===== src/rss_consts.svh =====
// Purpose: Constants for the rotate/set/sleep execution block
// Assumes: 16-bit instruction words, 8-bit data, 12-bit data address
// Notes:   Definitions only; included by bare name
`ifndef RSS_CONSTS_SVH
`define RSS_CONSTS_SVH

// ==========================================================
// Opcode patterns
`define RSS_ROT_MASK      16'hFC00
`define RSS_ROT_PAT       16'h4000
`define RSS_FILL_MASK     16'hFE00
`define RSS_FILL_PAT      16'h6800
`define RSS_SLEEP_CODE    16'h0003

// ==========================================================
// Field positions inside the instruction word
`define RSS_DEST_BIT      9
`define RSS_BANK_BIT      8
`define RSS_FILE_MSB      7

// ==========================================================
// Addressing limits and fill values
`define RSS_IDX_LIMIT     8'h5F
`define RSS_ACC_HI_BANK   4'hF
`define RSS_ACC_LO_BANK   4'h0
`define RSS_ALL_ONES      8'hFF

// ==========================================================
// Reset values of the status bits (both read 1 after power-up)
`define RSS_TMOUT_RESET   1'b1
`define RSS_PWRDN_RESET   1'b1

`endif


===== src/rss_pkg.sv =====
// Purpose: Types for the rotate/set/sleep execution block
// Assumes: rss_consts.svh holds the numbers
// Notes:   One-hot state codes written out
package rss_pkg;

  // ==========================================================
  // Sequencer states
  typedef enum logic [2:0] {
    RSS_IDLE  = 3'b001,   // Ready for an instruction
    RSS_EXEC  = 3'b010,   // Operand read, result computed
    RSS_SLEEP = 3'b100    // Core asleep, oscillator stopped
  } rss_state_t;

  // ==========================================================
  // Decoded operation
  typedef enum logic [1:0] {
    RSS_OP_NONE  = 2'h0,  // Not one of ours
    RSS_OP_ROT   = 2'h1,  // Rotate right, no carry
    RSS_OP_FILL  = 2'h2,  // Fill byte with ones
    RSS_OP_SLEEP = 2'h3   // Enter sleep
  } rss_op_t;

endpackage : rss_pkg

===== src/rss_datapath.sv =====
// Purpose: Address formation and rotate arithmetic
// Assumes: Purely combinational, used by rss_exec
// Notes:   Indexed mode adds the file field to the index pointer
`timescale 1ns/100ps
`include "rss_consts.svh"

module rss_datapath (
  input  wire logic [15:0] instr,         // Instruction word
  input  wire logic        ext_set_en,    // Extended set enabled
  input  wire logic [3:0]  bank_select_reg, // Bank select register
  input  wire logic [11:0] index_ptr,     // Base for indexed mode
  input  wire logic [7:0]  operand,       // Byte read from file space
  output logic      [11:0] eff_addr,      // Effective data address
  output logic             indexed,       // Indexed mode in use
  output logic      [7:0]  rot_result     // Rotated operand
);

  // Rotate one place right, bit 0 wraps into bit 7, carry unused
  function automatic logic [7:0] rss_ror(input logic [7:0] v);
    rss_ror = {v[0], v[7:1]};
  endfunction : rss_ror

  logic [7:0] ffield;   // File address field
  logic       abit;     // Bank bit

  // ==========================================================
  // Address selection
  always_comb begin
    ffield  = instr[`RSS_FILE_MSB:0];
    abit    = instr[`RSS_BANK_BIT];
    indexed = ext_set_en && !abit && (ffield <= `RSS_IDX_LIMIT);
    if (indexed) begin
      // Sum wraps inside the 12-bit data space
      eff_addr = index_ptr + {4'h0, ffield};
    end else if (!abit) begin
      // Access bank, pointer register ignored
      eff_addr = (ffield <= `RSS_IDX_LIMIT) ?
                 {`RSS_ACC_LO_BANK, ffield} : {`RSS_ACC_HI_BANK, ffield};
    end else begin
      // Bank chosen by the bank select register
      eff_addr = {bank_select_reg, ffield};
    end
    rot_result = rss_ror(operand);
  end

endmodule : rss_datapath


===== src/rss_exec.sv =====
// Purpose: Executes rotate-right-no-carry, set-file and sleep
// Assumes: File space read is asynchronous on file_addr
// Notes:   Two clocks per instruction: address, then result
`timescale 1ns/100ps
`include "rss_consts.svh"

// Overview of operation
// - Decode rotate opcode with destination, bank, address
// - Rotate right, bit zero wraps, no carry
// - Destination bit picks working or file register
// - Bank bit zero selects access bank
// - Indexed mode: extended, bank zero, address<=95
// - Set-file writes all ones, flags untouched
// - Set-file bank bit selects bank or access
// - Sleep clears power-down bit, sets time-out bit
// - Sleep clears watchdog count and postscaler
// - After sleep, core sleeps with oscillator stopped
// - Watchdog wake-up clears the time-out bit
module rss_exec (
  input  wire logic        mclk,             // 50 MHz core clock
  input  wire logic        rst,              // Async reset, high
  input  wire logic        instr_valid,      // Instruction offered
  input  wire logic [15:0] instr,            // Instruction word
  input  wire logic        ext_set_en,       // Extended set enabled
  input  wire logic [3:0]  bank_select_reg,  // Bank select register
  input  wire logic [11:0] index_ptr,        // Indexed-mode base
  input  wire logic [7:0]  file_rdata,       // Byte at file_addr
  input  wire logic        wake_wdt,         // Watchdog wake event
  input  wire logic        wake_other,       // Any other wake event
  output logic             instr_ready,      // May take instruction
  output logic      [11:0] file_addr,        // File space address
  output logic             file_we,          // File write pulse
  output logic      [7:0]  file_wdata,       // File write data
  output logic             w_we,             // Working reg write
  output logic      [7:0]  w_wdata,          // Working reg data
  output logic             indexed_mode,     // Indexed addressing
  output logic             flag_we,          // N/Z update pulse
  output logic             flag_n,           // Negative flag
  output logic             flag_z,           // Zero flag
  output logic             wdt_clear,        // Clear watchdog count
  output logic             wdt_post_clear,   // Clear postscaler
  output logic             timeout_status_bit,    // Time-out bit
  output logic             power_down_status_bit, // Power-down bit
  output logic             sleep_mode,       // Asleep, osc stopped
  output logic             instr_done,       // Completion pulse
  output logic             instr_unknown     // Opcode not handled
);
  import rss_pkg::*;

  // ==========================================================
  // State
  rss_state_t  state, next_state;         // Sequencer
  rss_op_t     op, next_op;               // Op in flight
  logic [15:0] ir, next_ir;               // Latched instruction
  logic [11:0] next_file_addr;            // Next address
  logic        next_instr_ready;          // Next ready
  logic        next_file_we;              // Next file write
  logic [7:0]  next_file_wdata;           // Next file data
  logic        next_w_we;                 // Next W write
  logic [7:0]  next_w_wdata;              // Next W data
  logic        next_indexed_mode;         // Next indexed flag
  logic        next_flag_we;              // Next flag update
  logic        next_flag_n;               // Next N
  logic        next_flag_z;               // Next Z
  logic        next_wdt_clear;            // Next watchdog clear
  logic        next_wdt_post_clear;       // Next postscaler clear
  logic        next_timeout;              // Next time-out bit
  logic        next_power_down;           // Next power-down bit
  logic        next_sleep_mode;           // Next sleep output
  logic        next_instr_done;           // Next done pulse
  logic        next_instr_unknown;        // Next unknown pulse

  // Datapath results
  logic [11:0] dp_addr;                   // Effective address
  logic        dp_indexed;                // Indexed mode
  logic [7:0]  dp_rot;                    // Rotated byte

  // Decode the incoming word; one opcode maps to at most one op
  function automatic rss_op_t rss_decode(input logic [15:0] w);
    if ((w & `RSS_ROT_MASK) == `RSS_ROT_PAT) begin
      rss_decode = RSS_OP_ROT;
    end else if ((w & `RSS_FILL_MASK) == `RSS_FILL_PAT) begin
      rss_decode = RSS_OP_FILL;
    end else if (w == `RSS_SLEEP_CODE) begin
      rss_decode = RSS_OP_SLEEP;
    end else begin
      rss_decode = RSS_OP_NONE;
    end
  endfunction : rss_decode

  // ==========================================================
  // Address computed from the incoming word, rotate from the file read byte
  rss_datapath u_dp (
    .instr           (instr),
    .ext_set_en      (ext_set_en),
    .bank_select_reg (bank_select_reg),
    .index_ptr       (index_ptr),
    .operand         (file_rdata),
    .eff_addr        (dp_addr),
    .indexed         (dp_indexed),
    .rot_result      (dp_rot)
  );

  // ==========================================================
  // Next-state logic
  always_comb begin
    // Hold by default, pulses fall back to zero
    next_state          = state;
    next_op             = op;
    next_ir             = ir;
    next_file_addr      = file_addr;
    next_indexed_mode   = indexed_mode;
    next_file_wdata     = file_wdata;
    next_w_wdata        = w_wdata;
    next_flag_n         = flag_n;
    next_flag_z         = flag_z;
    next_timeout        = timeout_status_bit;
    next_power_down     = power_down_status_bit;
    next_file_we        = 1'b0;
    next_w_we           = 1'b0;
    next_flag_we        = 1'b0;
    next_wdt_clear      = 1'b0;
    next_wdt_post_clear = 1'b0;
    next_instr_done     = 1'b0;
    next_instr_unknown  = 1'b0;
    case (state)
      RSS_IDLE: begin
        // Take the word and present its operand address
        if (instr_valid) begin
          next_ir           = instr;
          next_op           = rss_decode(instr);
          next_file_addr    = dp_addr;
          next_indexed_mode = dp_indexed;
          next_state        = RSS_EXEC;
        end
      end
      RSS_EXEC: begin
        // Operand is valid now; finish in this one step
        next_instr_done = 1'b1;
        next_state      = RSS_IDLE;
        case (op)
          RSS_OP_ROT: begin
            if (ir[`RSS_DEST_BIT]) begin
              next_file_we    = 1'b1;
              next_file_wdata = dp_rot;
            end else begin
              next_w_we    = 1'b1;
              next_w_wdata = dp_rot;
            end
            // Only N and Z follow the result
            next_flag_we = 1'b1;
            next_flag_n  = dp_rot[7];
            next_flag_z  = (dp_rot == 8'h00);
          end
          RSS_OP_FILL: begin
            // Fill with ones, no flag update
            next_file_we    = 1'b1;
            next_file_wdata = `RSS_ALL_ONES;
          end
          RSS_OP_SLEEP: begin
            next_power_down     = 1'b0;
            next_timeout        = 1'b1;
            next_wdt_clear      = 1'b1;
            next_wdt_post_clear = 1'b1;
            next_state          = RSS_SLEEP;
          end
          default: begin
            // Foreign opcode, left for other decoders
            next_instr_unknown = 1'b1;
          end
        endcase
      end
      RSS_SLEEP: begin
        // Watchdog wake takes priority so its mark is never lost
        if (wake_wdt) begin
          next_timeout = 1'b0;
          next_state   = RSS_IDLE;
        end else if (wake_other) begin
          next_state = RSS_IDLE;
        end
      end
      default: begin
        // Illegal one-hot code recovers to idle
        next_state = RSS_IDLE;
      end
    endcase
    next_instr_ready = (next_state == RSS_IDLE);
    next_sleep_mode  = (next_state == RSS_SLEEP);
  end

  // ==========================================================
  // Registers only; outputs come straight from these flops
  always_ff @(posedge mclk or posedge rst) begin
    if (rst) begin
      state                 <= RSS_IDLE;
      op                    <= RSS_OP_NONE;
      ir                    <= 16'h0000;
      instr_ready           <= 1'b1;
      file_addr             <= 12'h000;
      file_we               <= 1'b0;
      file_wdata            <= 8'h00;
      w_we                  <= 1'b0;
      w_wdata               <= 8'h00;
      indexed_mode          <= 1'b0;
      flag_we               <= 1'b0;
      flag_n                <= 1'b0;
      flag_z                <= 1'b0;
      wdt_clear             <= 1'b0;
      wdt_post_clear        <= 1'b0;
      timeout_status_bit    <= `RSS_TMOUT_RESET;
      power_down_status_bit <= `RSS_PWRDN_RESET;
      sleep_mode            <= 1'b0;
      instr_done            <= 1'b0;
      instr_unknown         <= 1'b0;
    end else begin
      state                 <= next_state;
      op                    <= next_op;
      ir                    <= next_ir;
      instr_ready           <= next_instr_ready;
      file_addr             <= next_file_addr;
      file_we               <= next_file_we;
      file_wdata            <= next_file_wdata;
      w_we                  <= next_w_we;
      w_wdata               <= next_w_wdata;
      indexed_mode          <= next_indexed_mode;
      flag_we               <= next_flag_we;
      flag_n                <= next_flag_n;
      flag_z                <= next_flag_z;
      wdt_clear             <= next_wdt_clear;
      wdt_post_clear        <= next_wdt_post_clear;
      timeout_status_bit    <= next_timeout;
      power_down_status_bit <= next_power_down;
      sleep_mode            <= next_sleep_mode;
      instr_done            <= next_instr_done;
      instr_unknown         <= next_instr_unknown;
    end
  end

endmodule : rss_exec


===== config.mk =====
export PLATFORM = sky130hd
export DESIGN_NAME = rss_exec
export DESIGN_NICKNAME = d
export VERILOG_FILES = /design/src/rss_pkg.sv /design/src/rss_datapath.sv /design/src/rss_exec.sv
export VERILOG_INCLUDE_DIRS = /design/src
export SDC_FILE = /design/constraint.sdc
export NUM_CORES = 1
export LEC_CHECK = 0
export BUFFER_PORTS_ARGS = -buffer_cell sky130_fd_sc_hd__buf_2
export CORE_MARGIN = 2
export CORE_UTILIZATION = 44
export CTS_BUF_LIST = sky130_fd_sc_hd__clkbuf_4 sky130_fd_sc_hd__clkbuf_8
export DETAILED_ROUTE_END_ITERATION = 7
export MAX_ROUTING_LAYER = met4
export PLACE_DENSITY = 0.72
export SETUP_SLACK_MARGIN = 0.4
export SLEW_MARGIN = 20
export SYNTH_ARGS = -nofsm -noshare
export SYNTH_HDL_FRONTEND = slang
export SYNTH_SLANG_ARGS = --single-unit

===== constraint.sdc =====
create_clock -name mclk -period 4.5 [get_ports mclk]
set_clock_uncertainty 0.05 [all_clocks]
set_input_delay 0.45 -clock mclk [delete_from_list [all_inputs] [get_ports mclk]]
set_output_delay 0.45 -clock mclk [all_outputs]
set_load 0.02 [all_outputs]

* Word-level counts from Yosys, hierarchy flattened *
Cells that the tools add are included.

word-level totals
  input bits = 46
  output and inout port bits = 42
  register bits = 56

operators by class
  eq/ne operators = 14
  $add $sub $neg = 1
  bitwise logic cells = 1
  mux-type cells = 29
  reductions and logical operators = 13
  order comparisons = 1

operator list
  kind                                                                     number
  12-bit two-way mux                                                       3
  16-bit by 2-bit equality test with 1-bit output (second input constant)  1
  8-bit case mux with 2 select lines                                       1
  1-bit two-way mux                                                        14
  12-bit by 8-bit adder with 12-bit output                                 1
  3-bit two-way mux                                                        4
  3-bit case mux with 3 select lines                                       1
  3-bit AND reduction                                                      3
  8-bit by 7-bit <= comparator with 1-bit output (second input constant)   1
  8-bit logical NOT                                                        1
  8-bit two-way mux                                                        1
  7-bit by 6-bit equality test with 1-bit output (second input constant)   1
  3-bit by 1-bit equality test with 1-bit output (second input constant)   2
  3-bit equality test (second input constant)                              2
  6-bit by 5-bit equality test with 1-bit output (second input constant)   1
  2-bit two-way mux                                                        3
  2-bit AND reduction                                                      3
  2-bit equality test (second input constant)                              2
  2-bit != test (second input constant)                                    2
  1-bit case mux with 2 select lines                                       2
  2-bit nonzero test                                                       2
  3-bit by 2-bit equality test with 1-bit output (second input constant)   1
  3-bit OR reduction                                                       1
  2-bit by 1-bit equality test with 1-bit output (second input constant)   1
  4 further kinds                                                          5

* Logic depth before layout (Yosys ltp) *
  depth in word-level cells = 4
  gate-level depth with buffers = 9
  gate-level depth less buffers = 8

* Cells and area by module *
Synthesis repeated with hierarchy kept, for this count alone.

unflattened totals
  cells, all modules = 242
  area, all modules = 2695.1 um^2

modules (own cells, without submodules)
  module        times used  area an instance (um^2)  cells each
  rss_exec      1           2050.7                   154
  rss_datapath  1           644.4                    88

* Worst setup path after synthesis *
No wires, ideal clock.

  path type = in2reg
  start = input port instr[0]
  end = register file_addr[10]
  cell stages on the path = 8
  setup time = 136 ps
  setup slack = 2349 ps
  data arrival time = 1965 ps
  cell sequence = ha_1 inv_1 fa_1 nand2b_1 a211oi_1 o21ai_0 nor3_1 a211oi_2

on the way
  word-level cells in the longest chain between the ends = 4
  elaborated cells between the ends (all ways) = 6

RTL lines
  item                                                             line                text
  start: declaration                                               rss_exec.sv:23      input wire logic [15:0] instr,
  8-bit by 7-bit <= comparator with 1-bit output (no source line)  -
  12-bit two-way mux                                               rss_datapath.sv:37  eff_addr = (ffield <= `RSS_IDX_LIMIT) ?
  12-bit two-way mux                                               rss_datapath.sv:35  end else if (!abit) begin
  12-bit two-way mux *                                             rss_datapath.sv:32  if (indexed) begin
  end signal: assignment                                           rss_exec.sv:220     file_addr <= next_file_addr;
  end: declaration                                                 rss_exec.sv:31      output logic [11:0] file_addr,

Every way passes the cells marked *; elsewhere a longest branch is shown, timed or not.
A chain may end at the register's enable or synchronous reset.

* Worst setup path after layout *
  start = register state[0]
  end = register file_addr[10]

on the way
  word-level cells in the longest chain between the ends = 2

RTL lines
  item                                            line             text
  start: declaration                              rss_exec.sv:52   rss_state_t state, next_state;
  start signal: assignment                        rss_exec.sv:216  state <= next_state;
  3-bit by 1-bit equality test with 1-bit output  rss_exec.sv:126  case (state)
  2-bit AND reduction (no source line)            -

Every way passes these cells.

==> flow_summary.yaml <==
grt:
  grt_usage_pct: 18.9
  grt_pass1_wl_um: 9070
  grt_pass1_vias: 1957
  overflow: 0
  antenna_found_initial: 0
  grt_max_degree: 48
layout:
  antenna_cells: 0
  layout-drive-gt1-share_pct: 34.7
  final_core_util_pct: 55.9
  area_delta_synth_final_pct: 23.6
  final_area_mm2: 0.00304
  final_nets: 395
job:
  cap_viol_max_count: 0
sta:
  finalHoldViolations: 0
  drv_slew: 0
  timing.fmax_mhz: 373
  finalSetupViolCount: 0
  max_slew_margin_pct: 32.7
  worst_slew_pin_slew_ns: 1.01
  fin_setup_tns_ns: 0
  finalCritPeriodShare_pct: 59.6
  rsz0062_at_grt: "no"
  period_minus_slack_ns: 2.68
  hold_ws_ns: 0.311
worst_setup_path:
  critPathRequiredTime_ns: 4.61
  crit_buf_inv: 1
  path_class: "register to register"
  cp_max_fo: 24
  critical-path-top-delay-family: "simple AND/OR/NAND/NOR gates"
  crit_arrival_ns: 2.80
  slowest_stage: "inv_1"
  end_kind: "register"
  critPathMaxStageDelay_ns: 0.76
  crit_chain: "nand4bb_1, inv_1, o21ai_0, nor3_1, a211oi_2"
  start_kind: "register"
yosys:
  synth_top_area_share_pct: 43.8
  synth.net_count: 309
  synth_top_area_cell: "dfrtp_1"
  synth.distinct_cells: 48
  async_flop_share_pct: 100
  synth_edf_count: 0
  synth_area_leaders: "dfrtp_1 (44%), ha_1 (6.1%), a21oi_1 (4.9%)"
  syn_area_mm2: 0.00246
  postSynthCellCount: 250
  ys_ff_latch: 47
  syn_avg_cell_area_um2: 9.83
  synth_flop_cell: "dfrtp_1"
  seq_area_frac_synth_pct: 48.0
  synth.cells.most_frequent: "dfrtp_1 (43), nor2_1 (31), a21oi_1 (24)"
  yosysMostFrequentCell: "dfrtp_1"
  yosysWarnings: 0
clock_network:
  clk_path_buf_depth: 2
  postCtsSetupBuffers: 0
  h-tree-depth: 2
  cts.reportedPaths.clkPinSlew_ns: 0.09
  hold_buffers: 0
  cts_resized: 0
  clock_sinks: 47
  cts_tree: "yes"
  cts_buffers: 5
  clk_latency_ns: 0.29
  root_buffer: "clkbuf_8"
floorplanning:
  core.rowCount: 27
  die_height_um: 78.8
  core_mm2: 0.00544
  dieArea_mm2: 0.00620
  pin_count: 88
  fp.dieW_um: 78.8
  start_util_pct: 45.2
routing:
  ant_nets: 0
  firstDrtPassIters: 4
  drcViolationCount: 0
  drt_iter0_drc: 59
  routed_wl_um: 5390
  routedWlPerCell_um: 13.2
  vias: 2113
  vias_per_cell: 5.17
place:
  place_hpwl_um: 4240
  io_buffers: 87
  gp_congestion: 0.847
  placed_area_mm2: 0.00294
power_and_ir_drop:
  clock_power_share_pct: 18.1
  intPower_uw: 897
  power_frac_comb_pct: 39.0
  power_uw: 1450
  switching_share_pct: 38.2
  leakage_uw: 0.00148
  vdd_drop_max_uv: 204
  seqPwrFrac_pct: 42.9
  power_density_mw_per_mm2: 478
  p_sw_uw: 555
run_status:
  status: "complete, no violations"
min_path:
  hp-class: "primary input to asynchronous set/reset pin"
## state kept, by name, summed over array words and instances (netlist names), 2 cells and up
signal / count
file_wdata: 8
state: 3
file_addr: 12
w_wdata: 8
op: 2
## cell usage in the layout, fill, tap and decap left out, drive strengths merged, types with 4 or more instances in the layout
cell | netlist | routed
and3 | 4 | 4
mux2 | 9 | 9
o21ai | 17 | 17
nor4 | 5 | 5
buf | 7 | 87
xor2 | 5 | 5
a211oi | 4 | 4
nand2 | 21 | 21
dfstp | 4 | 4
inv | 10 | 10
dfrtp | 43 | 43
ha | 12 | 12
clkbuf | 1 | 7
nor3 | 6 | 6
a31oi | 4 | 4
nor2 | 32 | 32
a21oi | 26 | 26
nor2b | 6 | 6
## path summary, 6_finish.rpt
path	startpoint	to	slack, ns	depth (start not counted)
worst max-delay path	state[0]$_DFF_PP1_	file_addr[10]$_DFFE_PP0P_	1.82	5
worst min-delay path	rst	w_wdata[2]$_DFFE_PP0P_	0.31	2
worst max register to register	state[0]$_DFF_PP1_	file_addr[10]$_DFFE_PP0P_	1.82	5
worst min register to register	indexed_mode$_DFFE_PP0P_	indexed_mode$_DFFE_PP0P_	0.43	2
max in group asynchronous	rst	file_addr[2]$_DFFE_PP0P_	3.50	2
min in group mclk	instr[9]	ir[9]$_DFFE_PP0P_	0.33	3
## routing by layer
layer | global-route usage [%] | share of wire [%] | up-vias
li1 | - | - | 1058
met3 | 3.75 | 5.6 | 12
met5 | - | 0 | -
met2 | 30.0 | 47 | 66
met1 | 23.9 | 45 | 977
met4 | 7.89 | 2.2 | 0
## cell families after synthesis
logic type	synth area share [%]
DFF	48.0
xor gates and xnor gates	2.14
adders and majority gates	6.92
buffers and inverters	3.21
and+or+nand+nor	19.3
muxes	4.94
AOI/OAI and AO/OA	15.5
## per-stage QoR
step	std cells	worst slack, ns
final	409	1.82
after global routing	409	1.52
after CTS	409	1.78
after detailed placement	401	1.79
after global placement	401	1.94
after floorplan	250	2.35
## layout make-up
cell class | instances | area (um2)
clock buffers | 7 | 90.1
clock inverters | 1 | 5.00
fillers | 507 | 2400
inverters | 10 | 37.5
multi-input cells | 185 | 1200
flip-flops and latches | 47 | 1180
well taps | 72 | 90.1
repair buffers | 87 | 435
## power by group through the flow
stage	clock (uW)	combinational, uW	sequential [uW]
3_3_place_gp	0	561	629
4_1_cts	269	573	624
6_report	263	566	623
2_1_floorplan	0	231	772
5_1_grt	293	624	640
3_5_place_dp	0	570	633
Note: power is estimated with default switching activity, not from simulation.
